### config.mk
export PLATFORM = sky130hd
export DESIGN_NAME = hbg_gate_ctrl
export DESIGN_NICKNAME = d
export VERILOG_FILES = /design/src/hbg_gate_ctrl.v
export VERILOG_INCLUDE_DIRS = /design/src
export SDC_FILE = /design/constraint.sdc
export NUM_CORES = 1
export LEC_CHECK = 0
export ABC_AREA = 1
export BUFFER_PORTS_ARGS = -buffer_cell sky130_fd_sc_hd__buf_2
export CORE_UTILIZATION = 58
export CTS_CLUSTER_SIZE = 28
export DETAILED_ROUTE_END_ITERATION = 7
export PLACE_DENSITY = 0.82
export SLEW_MARGIN = 20
export SYNTH_ARGS = -nofsm -noshare
export SYNTH_HDL_FRONTEND = slang
export SYNTH_SLANG_ARGS = --single-unit
### constraint.sdc
create_clock -name i_clock -period 2.45 [get_ports i_clock]
set_input_delay 0.49 -clock i_clock [delete_from_list [all_inputs] [get_ports i_clock]]
set_output_delay 0.49 -clock i_clock [all_outputs]
set_load 0.03 [all_outputs]
### src/hbg_consts.vh
/*
 constants for the full-bridge gate control block: register offsets,
 field positions, reset values and timing figures.
 assumes inclusion by bare name from the design file.
*/
`ifndef HBG_CONSTS_VH
`define HBG_CONSTS_VH

`define HBG_CLK_MHZ        250
// register byte offsets on the axi4-lite bus
`define HBG_OFF_BRIDGE     8'h00
`define HBG_OFF_CONFIG     8'h04
`define HBG_OFF_DEAD       8'h08
`define HBG_OFF_STATUS     8'h0C
`define HBG_OFF_IRQ_STAT   8'h10
`define HBG_OFF_IRQ_MASK   8'h14
// bridge register fields
`define HBG_BR_AH          0
`define HBG_BR_AL          1
`define HBG_BR_BH          2
`define HBG_BR_BL          3
// config register fields
`define HBG_CF_DG_LO       0
`define HBG_CF_OLI         2
`define HBG_CF_FAULT_LO    4
`define HBG_CFG_RESET      8'h00
// diagnostic select codes
`define HBG_DG_FAULT       2'b00
`define HBG_DG_PULSE       2'b01
`define HBG_DG_TEMP        2'b10
`define HBG_DG_OFFSET      2'b11
// dead time in clock cycles
`define HBG_DEAD_RESET     16'h0064
// timing
`define HBG_PULSE_PERIOD_MS 100
`define HBG_PULSE_CYCLES   (`HBG_PULSE_PERIOD_MS * 1000 * `HBG_CLK_MHZ)
`define HBG_PULSE_HI_FAULT_PCT 80
`define HBG_PULSE_HI_OK_PCT    20
`define HBG_ENABLE_TO_MS   100
`define HBG_ENABLE_TO_CYCLES (`HBG_ENABLE_TO_MS * 1000 * `HBG_CLK_MHZ)
// interrupt status bits
`define HBG_IRQ_FAULT      0
`define HBG_IRQ_DISABLE    1
`define HBG_IRQ_LOCKOUT    2

`endif

### src/hbg_gate_ctrl.v
/*
 full-bridge gate control: pin/register decoding, lockout, dead time,
 enable shutdown and diagnostic pin function select, axi4-lite slave.
 assumes pins are asynchronous to i_clock and are synchronised here;
 fault and temperature levels come from analog blocks elsewhere.
*/
`include "hbg_consts.vh"
`default_nettype none

module hbg_gate_ctrl #(
    parameter [31:0] PULSE_CYCLES  = `HBG_PULSE_CYCLES,
    parameter [31:0] ENABLE_TO_CYC = `HBG_ENABLE_TO_CYCLES
) (
    input  wire        i_clock,
    input  wire        i_sys_rst,
    input  wire        i_phase_a_high_pin,
    input  wire        i_phase_a_low_pin_n,
    input  wire        i_phase_b_high_pin_n,
    input  wire        i_phase_b_low_pin,
    input  wire        i_reset_sleep_n,
    input  wire        i_enable,
    input  wire        i_fault,
    input  wire        i_temp_indication,
    input  wire        i_offset_indication,
    input  wire [31:0] s_axi_awaddr,
    input  wire        s_axi_awvalid,
    output wire        s_axi_awready,
    input  wire [31:0] s_axi_wdata,
    input  wire [3:0]  s_axi_wstrb,
    input  wire        s_axi_wvalid,
    output wire        s_axi_wready,
    output reg  [1:0]  s_axi_bresp,
    output reg         s_axi_bvalid,
    input  wire        s_axi_bready,
    input  wire [31:0] s_axi_araddr,
    input  wire        s_axi_arvalid,
    output wire        s_axi_arready,
    output reg  [31:0] s_axi_rdata,
    output reg  [1:0]  s_axi_rresp,
    output reg         s_axi_rvalid,
    input  wire        s_axi_rready,
    output reg         o_phase_a_high_gate,
    output reg         o_phase_a_low_gate,
    output reg         o_phase_b_high_gate,
    output reg         o_phase_b_low_gate,
    output reg         o_diagnostic_pin,
    output reg         o_open_load_current_select,
    output reg         o_sleep,
    output wire        o_irq
);

    // two-flop synchronisers for all pins
    reg  [7:0] sync1_q;
    reg  [7:0] sync2_q;
    wire [7:0] pins_raw = {i_offset_indication, i_temp_indication, i_fault, i_enable, i_reset_sleep_n,
                           i_phase_b_low_pin, i_phase_b_high_pin_n, i_phase_a_low_pin_n};
    reg        a_high_s1_q;
    reg        a_high_q;
    always @(posedge i_clock) begin
        if (i_sys_rst) begin
            sync1_q     <= 8'h00;
            sync2_q     <= 8'h00;
            a_high_s1_q <= 1'b0;
            a_high_q    <= 1'b0;
        end else begin
            sync1_q     <= pins_raw;
            sync2_q     <= sync1_q;
            a_high_s1_q <= i_phase_a_high_pin;
            a_high_q    <= a_high_s1_q;
        end
    end
    wire a_low_n_s  = sync2_q[0];
    wire b_high_n_s = sync2_q[1];
    wire b_low_s    = sync2_q[2];
    wire rst_n_s    = sync2_q[3];
    wire enable_s   = sync2_q[4];
    wire fault_s    = sync2_q[5];
    wire temp_s     = sync2_q[6];
    wire offset_s   = sync2_q[7];

    // registers
    reg  [3:0]  bridge_q;
    reg  [7:0]  config_q;
    reg  [15:0] dead_q;
    reg  [2:0]  irq_stat_q;
    reg  [2:0]  irq_mask_q;
    reg         fault_latch_q;
    reg         lock_event;
    wire [1:0]  dg_sel       = config_q[`HBG_CF_DG_LO +: 2];
    wire        monitor_mode = config_q[3];

    // axi4-lite write: address and data taken in either order
    reg         aw_have_q;
    reg         w_have_q;
    reg  [7:0]  aw_addr_q;
    reg  [31:0] w_data_q;
    reg  [3:0]  w_strb_q;
    assign s_axi_awready = !aw_have_q && !s_axi_bvalid;
    assign s_axi_wready  = !w_have_q && !s_axi_bvalid;
    wire        do_write = aw_have_q && w_have_q && !s_axi_bvalid;
    wire        wr_stat  = do_write && aw_addr_q == `HBG_OFF_IRQ_STAT && w_strb_q[0];

    // interrupt events
    reg         fault_prev_q;
    reg         en_prev_q;
    wire [2:0]  irq_event = {lock_event, en_prev_q & ~enable_s, fault_s & ~fault_prev_q};
    assign o_irq = |(irq_stat_q & irq_mask_q);

    always @(posedge i_clock) begin
        if (i_sys_rst) begin
            aw_have_q     <= 1'b0;
            w_have_q      <= 1'b0;
            aw_addr_q     <= 8'h00;
            w_data_q      <= 32'h0000_0000;
            w_strb_q      <= 4'h0;
            s_axi_bvalid  <= 1'b0;
            s_axi_bresp   <= 2'b00;
            bridge_q      <= 4'h0;
            config_q      <= `HBG_CFG_RESET;
            dead_q        <= `HBG_DEAD_RESET;
            irq_stat_q    <= 3'b000;
            irq_mask_q    <= 3'b000;
            fault_prev_q  <= 1'b0;
            en_prev_q     <= 1'b0;
            fault_latch_q <= 1'b0;
        end else begin
            fault_prev_q <= fault_s;
            en_prev_q    <= enable_s;
            if (s_axi_awvalid && s_axi_awready) begin
                aw_have_q <= 1'b1;
                aw_addr_q <= s_axi_awaddr[7:0];
            end
            if (s_axi_wvalid && s_axi_wready) begin
                w_have_q <= 1'b1;
                w_data_q <= s_axi_wdata;
                w_strb_q <= s_axi_wstrb;
            end
            if (s_axi_bvalid && s_axi_bready)
                s_axi_bvalid <= 1'b0;
            if (do_write) begin
                aw_have_q    <= 1'b0;
                w_have_q     <= 1'b0;
                s_axi_bvalid <= 1'b1;
                s_axi_bresp  <= 2'b00;
                case (aw_addr_q)
                    `HBG_OFF_BRIDGE:   if (w_strb_q[0]) bridge_q <= w_data_q[3:0];
                    `HBG_OFF_CONFIG:   if (w_strb_q[0]) config_q <= w_data_q[7:0];
                    `HBG_OFF_DEAD: begin
                        if (w_strb_q[0]) dead_q[7:0]  <= w_data_q[7:0];
                        if (w_strb_q[1]) dead_q[15:8] <= w_data_q[15:8];
                    end
                    `HBG_OFF_IRQ_STAT: ;
                    `HBG_OFF_IRQ_MASK: if (w_strb_q[0]) irq_mask_q <= w_data_q[2:0];
                    `HBG_OFF_STATUS:   ;
                    default:           s_axi_bresp <= 2'b10;
                endcase
            end
            // set wins over write-one-to-clear
            irq_stat_q <= (irq_stat_q & ~(wr_stat ? w_data_q[2:0] : 3'b000)) | irq_event;
            // faults latch until a reset_sleep_n low pulse
            if (!rst_n_s)
                fault_latch_q <= 1'b0;
            else if (fault_s)
                fault_latch_q <= 1'b1;
        end
    end

    // axi4-lite read
    assign s_axi_arready = !s_axi_rvalid;
    always @(posedge i_clock) begin
        if (i_sys_rst) begin
            s_axi_rvalid <= 1'b0;
            s_axi_rdata  <= 32'h0000_0000;
            s_axi_rresp  <= 2'b00;
        end else if (s_axi_arvalid && s_axi_arready) begin
            s_axi_rvalid <= 1'b1;
            s_axi_rresp  <= 2'b00;
            case (s_axi_araddr[7:0])
                `HBG_OFF_BRIDGE:   s_axi_rdata <= {28'h000_0000, bridge_q};
                `HBG_OFF_CONFIG:   s_axi_rdata <= {24'h00_0000, config_q};
                `HBG_OFF_DEAD:     s_axi_rdata <= {16'h0000, dead_q};
                `HBG_OFF_STATUS:   s_axi_rdata <= {24'h00_0000, fault_latch_q, ~rst_n_s, enable_s, fault_s,
                                                   o_phase_b_low_gate, o_phase_b_high_gate,
                                                   o_phase_a_low_gate, o_phase_a_high_gate};
                `HBG_OFF_IRQ_STAT: s_axi_rdata <= {29'h0000_0000, irq_stat_q};
                `HBG_OFF_IRQ_MASK: s_axi_rdata <= {29'h0000_0000, irq_mask_q};
                default: begin
                    s_axi_rdata <= 32'h0000_0000;
                    s_axi_rresp <= 2'b10;
                end
            endcase
        end else if (s_axi_rready) begin
            s_axi_rvalid <= 1'b0;
        end
    end

    // demand decoding: pins or'd with register bits
    wire a_hi_dem = a_high_q | bridge_q[`HBG_BR_AH];
    wire a_lo_dem = ~a_low_n_s | bridge_q[`HBG_BR_AL];
    wire b_hi_dem = ~b_high_n_s | bridge_q[`HBG_BR_BH];
    wire b_lo_dem = b_low_s | bridge_q[`HBG_BR_BL];
    // 2'b10 high, 2'b01 low, else off
    wire [1:0] a_want = (a_hi_dem ^ a_lo_dem) ? {a_hi_dem, a_lo_dem} : 2'b00;
    wire [1:0] b_want = (b_hi_dem ^ b_lo_dem) ? {b_hi_dem, b_lo_dem} : 2'b00;

    // enable: en_off_q sets at once in direct mode, after a timeout in monitor mode; gates drop at once on enable_s low in both
    reg [31:0] en_cnt_q;
    reg        en_off_q;
    always @(posedge i_clock) begin
        if (i_sys_rst) begin
            en_cnt_q <= 32'h0000_0000;
            en_off_q <= 1'b1;
        end else if (enable_s) begin
            en_cnt_q <= 32'h0000_0000;
            en_off_q <= 1'b0;
        end else if (!monitor_mode || en_cnt_q >= ENABLE_TO_CYC - 32'h0000_0001) begin
            en_off_q <= 1'b1;
        end else begin
            en_cnt_q <= en_cnt_q + 32'h0000_0001;
        end
    end
    // decode only while awake and enabled
    wire run = rst_n_s && !en_off_q && !(monitor_mode ? 1'b0 : !enable_s);

    // dead time per phase: hold off until demand stable for dead_q cycles
    reg [1:0]  a_tgt_q, b_tgt_q, a_out_q, b_out_q;
    reg [15:0] a_cnt_q, b_cnt_q;
    always @(posedge i_clock) begin
        if (i_sys_rst) begin
            a_tgt_q <= 2'b00;
            b_tgt_q <= 2'b00;
            a_out_q <= 2'b00;
            b_out_q <= 2'b00;
            a_cnt_q <= 16'h0000;
            b_cnt_q <= 16'h0000;
        end else begin
            a_tgt_q <= a_want;
            b_tgt_q <= b_want;
            if (a_want != a_tgt_q || a_want == 2'b00) begin
                a_out_q <= 2'b00;
                a_cnt_q <= 16'h0000;
            end else if (a_cnt_q >= dead_q) begin
                a_out_q <= a_tgt_q;
            end else begin
                a_cnt_q <= a_cnt_q + 16'h0001;
            end
            if (b_want != b_tgt_q || b_want == 2'b00) begin
                b_out_q <= 2'b00;
                b_cnt_q <= 16'h0000;
            end else if (b_cnt_q >= dead_q) begin
                b_out_q <= b_tgt_q;
            end else begin
                b_cnt_q <= b_cnt_q + 16'h0001;
            end
        end
    end

    // final gates with hard lockout
    always @(posedge i_clock) begin
        if (i_sys_rst) begin
            o_phase_a_high_gate <= 1'b0;
            o_phase_a_low_gate  <= 1'b0;
            o_phase_b_high_gate <= 1'b0;
            o_phase_b_low_gate  <= 1'b0;
            lock_event          <= 1'b0;
        end else begin
            o_phase_a_high_gate <= run && a_out_q[1] && !a_out_q[0] && enable_s;
            o_phase_a_low_gate  <= run && a_out_q[0] && !a_out_q[1] && enable_s;
            o_phase_b_high_gate <= run && b_out_q[1] && !b_out_q[0] && enable_s;
            o_phase_b_low_gate  <= run && b_out_q[0] && !b_out_q[1] && enable_s;
            lock_event          <= (a_hi_dem & a_lo_dem) | (b_hi_dem & b_lo_dem);
        end
    end

    // pulsed fault flag
    reg [31:0] pulse_cnt_q;
    wire [31:0] hi_fault = PULSE_CYCLES / 32'd100 * `HBG_PULSE_HI_FAULT_PCT;
    wire [31:0] hi_ok    = PULSE_CYCLES / 32'd100 * `HBG_PULSE_HI_OK_PCT;
    always @(posedge i_clock) begin
        if (i_sys_rst)
            pulse_cnt_q <= 32'h0000_0000;
        else if (pulse_cnt_q >= PULSE_CYCLES - 32'h0000_0001)
            pulse_cnt_q <= 32'h0000_0000;
        else
            pulse_cnt_q <= pulse_cnt_q + 32'h0000_0001;
    end
    wire fault_any = fault_s | fault_latch_q;
    wire pulse_lvl = pulse_cnt_q < (fault_any ? hi_fault : hi_ok);

    // diagnostic pin function select
    always @(posedge i_clock) begin
        if (i_sys_rst) begin
            o_diagnostic_pin           <= 1'b0;
            o_open_load_current_select <= 1'b0;
            o_sleep                    <= 1'b0;
        end else begin
            o_open_load_current_select <= config_q[`HBG_CF_OLI];
            o_sleep                    <= !rst_n_s;
            case (dg_sel)
                `HBG_DG_FAULT:  o_diagnostic_pin <= !fault_any; // fault flag, active low
                `HBG_DG_PULSE:  o_diagnostic_pin <= pulse_lvl;
                `HBG_DG_TEMP:   o_diagnostic_pin <= temp_s;
                `HBG_DG_OFFSET: o_diagnostic_pin <= offset_s;
                default:        o_diagnostic_pin <= 1'b0;
            endcase
        end
    end

endmodule

`default_nettype wire

==> impl_metrics.yaml <==
critical_path:
  cp-start-kind: "flip-flop"
  rrSetupSlack_ns: 0.37
  critical_path_class: "reg -> reg"
  arrival_ns: 2.50
  critPathMaxFanout: 19
  endpoint_kind: "flip-flop"
  critPathRequiredTime_ns: 2.87
timing:
  worst_pin_slew_ns: 0.6476
  slew_headroom_pct: 56.43
  period_minus_slack_ns: 2.083
  setup_viol: 0
  finClkSkew_ns: 0.01198
  worst_slack_ns: 0.3665
  tns_ns: 0
  fin_crit_sh_pct: 85.04
  rsz0062_at_grt: "false"
  hold_viol: 0
  hold_slack_ns: 0.1827
  maxSlewViolCount: 0
  max_freq_ghz: 0.4800
floorplan:
  placementRows: 49
  ioPinCount: 165
  die_x_um: 139.4
  start_util_pct: 60.17
  die_height_um: 139.4
  core_mm2: 0.01821
  dieArea_mm2: 0.01944
clock_tree:
  cts_max_path_buffers: 3
  clk_pin_slew_ns: 0.06
  cts.htree.levels: 1
  cts_root_buffer: "clkbuf_16"
  ctsHoldBuffers: 0
  cts_resized: 0
  clk_latency_ns: 0.52
  cts_tree: "built"
  cts_num_sinks: 216
  cts_buffers: 23
  cts_setup_buffers: 0
grt:
  grt_antenna_before_repair: 0
  overflow: 0
  grt_max_degree: 59
  grt_pass1_vias: 9439
  grt_usage_pct: 27.36
  grt_pass1_wl_mm: 44.02
finish:
  num_antenna_cells: 0
  nFillCells: 1577
  multiInputGateArea_mm2: 0.005662
  nets: 1790
  finalInstanceArea_mm2: 0.01225
  area_growth_pct: 11.83
  regArea_mm2: 0.004324
  drive_gt1_share_pct: 10.59
  instances_no_fill: 1872
placed_design:
  place_inst: 1830
  hpwlAfterDp_mm: 19.32
  place_area_mm2: 0.01153
  dp_slack_ns: 0.3408
  port_buffers: 80
  gp_congestion: 0.8969
logic_synthesis:
  synth.distinct_cells: 44
  synthesis.instances: 1538
  synth_area_per_cell_um2: 7.123
  ys_seq_area_share_pct: 39.47
  ys_seq_elements: 216
  yosysWarnings: 0
  syn_area_mm2: 0.01096
detailed_routing:
  ant_nets: 0
  drc: 0
  first_pass_iters: 5
  via_per_inst: 5.489
  vias: 10280
  avgRoutedWirePerCell_um: 14.15
  drtIter0Drc: 607
  drt_wl_total_mm: 26.49
outcome:
  status: "completed"
power_and_ir_drop:
  combPwrFrac_pct: 6.1
  p_sw_mw: 1.784
  leakagePower_nw: 5.037
  vdd_ir_drop_max_uv: 658.2
  p_int_mw: 5.667
  p_clk_share_pct: 44.8
  power.density_mw_per_mm2: 608.2
  switching_share_pct: 23.94
  seq_power_share_pct: 49.2
hold_path:
  hp-class: "in -> reg"
flow_run:
  cap_violations: 0
placed cells by master, fill, tap and decap left out, types with 9 or more instances in the layout:
cell       instances
xor2_1            24
nand4_1           74
o21ai_0           88
nor2_1           205
ha_1              48
nand2_1          298
conb_1            25
inv_1            185
buf_4             19
buf_2             80
nand2_2            9
o211ai_1           9
a21oi_1          134
clkbuf_16         23
nor4_1            12
dfxtp_1          216
nor3_1            33
xnor2_1           13
nand3_1           74
through the flow:
stage | util, % | power, mW
6_report | 67.29 | 7.451
3_5_place_dp | 63.31 | 4.187
4_1_cts | 67.29 | 7.498
5_1_grt | 67.29 | 7.696
3_3_place_gp | 63.31 | 4.170
2_1_floorplan | - | 4.049
logic make-up after synthesis:
group | count (synthesis) | synth area share, %
simple gates | 735 | 30.09
xor+xnor | 37 | 2.958
compound gates | 251 | 12.29
flops | 216 | 39.47
buf+inv | 250 | 9.673
other cells | 1 | 0.03423
fa+ha+maj | 48 | 5.482
power by group through the flow:
stage | logic, mW | clock network, mW | registers [mW]
CTS | 0.451 | 3.39 | 3.66
floorplan | 0.315 | 0 | 3.73
detailed placement | 0.449 | 0 | 3.74
finish | 0.453 | 3.33 | 3.66
global route | 0.505 | 3.52 | 3.67
global placement | 0.436 | 0 | 3.73
registers in the layout, summed over array words and instances (netlist names), 2 cells and up:
| register | flops |
|---|---|
| dead_q | 16 |
| irq_mask_q | 3 |
| en_cnt_q | 32 |
| a_cnt_q | 16 |
| sync1_q | 8 |
| pulse_cnt_q | 32 |
| b_tgt_q | 2 |
| sync2_q | 8 |
| a_out_q | 2 |
| a_tgt_q | 2 |
| s_axi_rdata | 16 |
| b_out_q | 2 |
| aw_addr_q | 8 |
| bridge_q | 4 |
| w_strb_q | 2 |
| irq_stat_q | 3 |
| config_q | 8 |
| w_data_q | 16 |
| b_cnt_q | 16 |
critical path: stages (launching register included):
cell and delay (ns):
dfxtp_1 0.37, inv_1 0.12, ha_1 0.32, nand2_1 0.10, nor4_2 0.41, nand2_2 0.11, nand3_2 0.31, nand2_1 0.09
a21oi_1 0.16
path summary, 6_finish.rpt:
path	start	end	cells past startpoint
setup / recovery	dead_q[15]	a_cnt_q[0]	8
hold / removal	i_phase_a_low_pin_n	sync1_q[0]	3
setup reg to reg	dead_q[15]	a_cnt_q[0]	8
hold reg to reg	sync1_q[5]	sync2_q[5]	2
Yosys cell counts, drive strengths merged:
library cell,number,area (um^2)
o22ai,3,18.77
a21boi,1,7.510
nand2,309,1197
or2,3,18.77
a31oi,1,6.260
o21a,3,22.52
nand3b,2,15.01
ha,48,600.6
a211oi,1,7.510
inv,186,698.2
o21bai,5,37.54
xnor2,13,113.9
conb,1,3.750
nor3b,3,22.52
dfxtp,216,4324
nor4,13,87.58
nand3,79,427.9
a21oi,139,729.4
o221ai,1,8.760
and3,1,6.260
nand4,74,462.9
buf,38,264.0
xor2,24,210.2
nor3,41,257.8
o211ai,9,67.56
nor2,210,800.8
o21ai,88,440.4
clkbuf,22,82.58
clkinv,4,15.01
final cells by class:
class                           instances  share of cell area (%)
Clock buffer                           32                   5.219
Multi-Input combinational cell       1096                   46.21
Sequential cell                       216                   35.29
Tap cell                              229                   2.339
Clock inverter                         10                  0.6842
Inverter                              190                   5.821
Timing Repair Buffer                   99                   4.432
per-layer routing:
| metal | wire length [um] | global-route usage [%] |
|---|---|---|
| met2 | 12110 | 45.38 |
| met3 | 1776 | 4.026 |
| met5 | 0 | 0 |
| met1 | 11850 | 36.26 |
| met4 | 752 | 9.591 |
(Power assumes the default switching activity.)
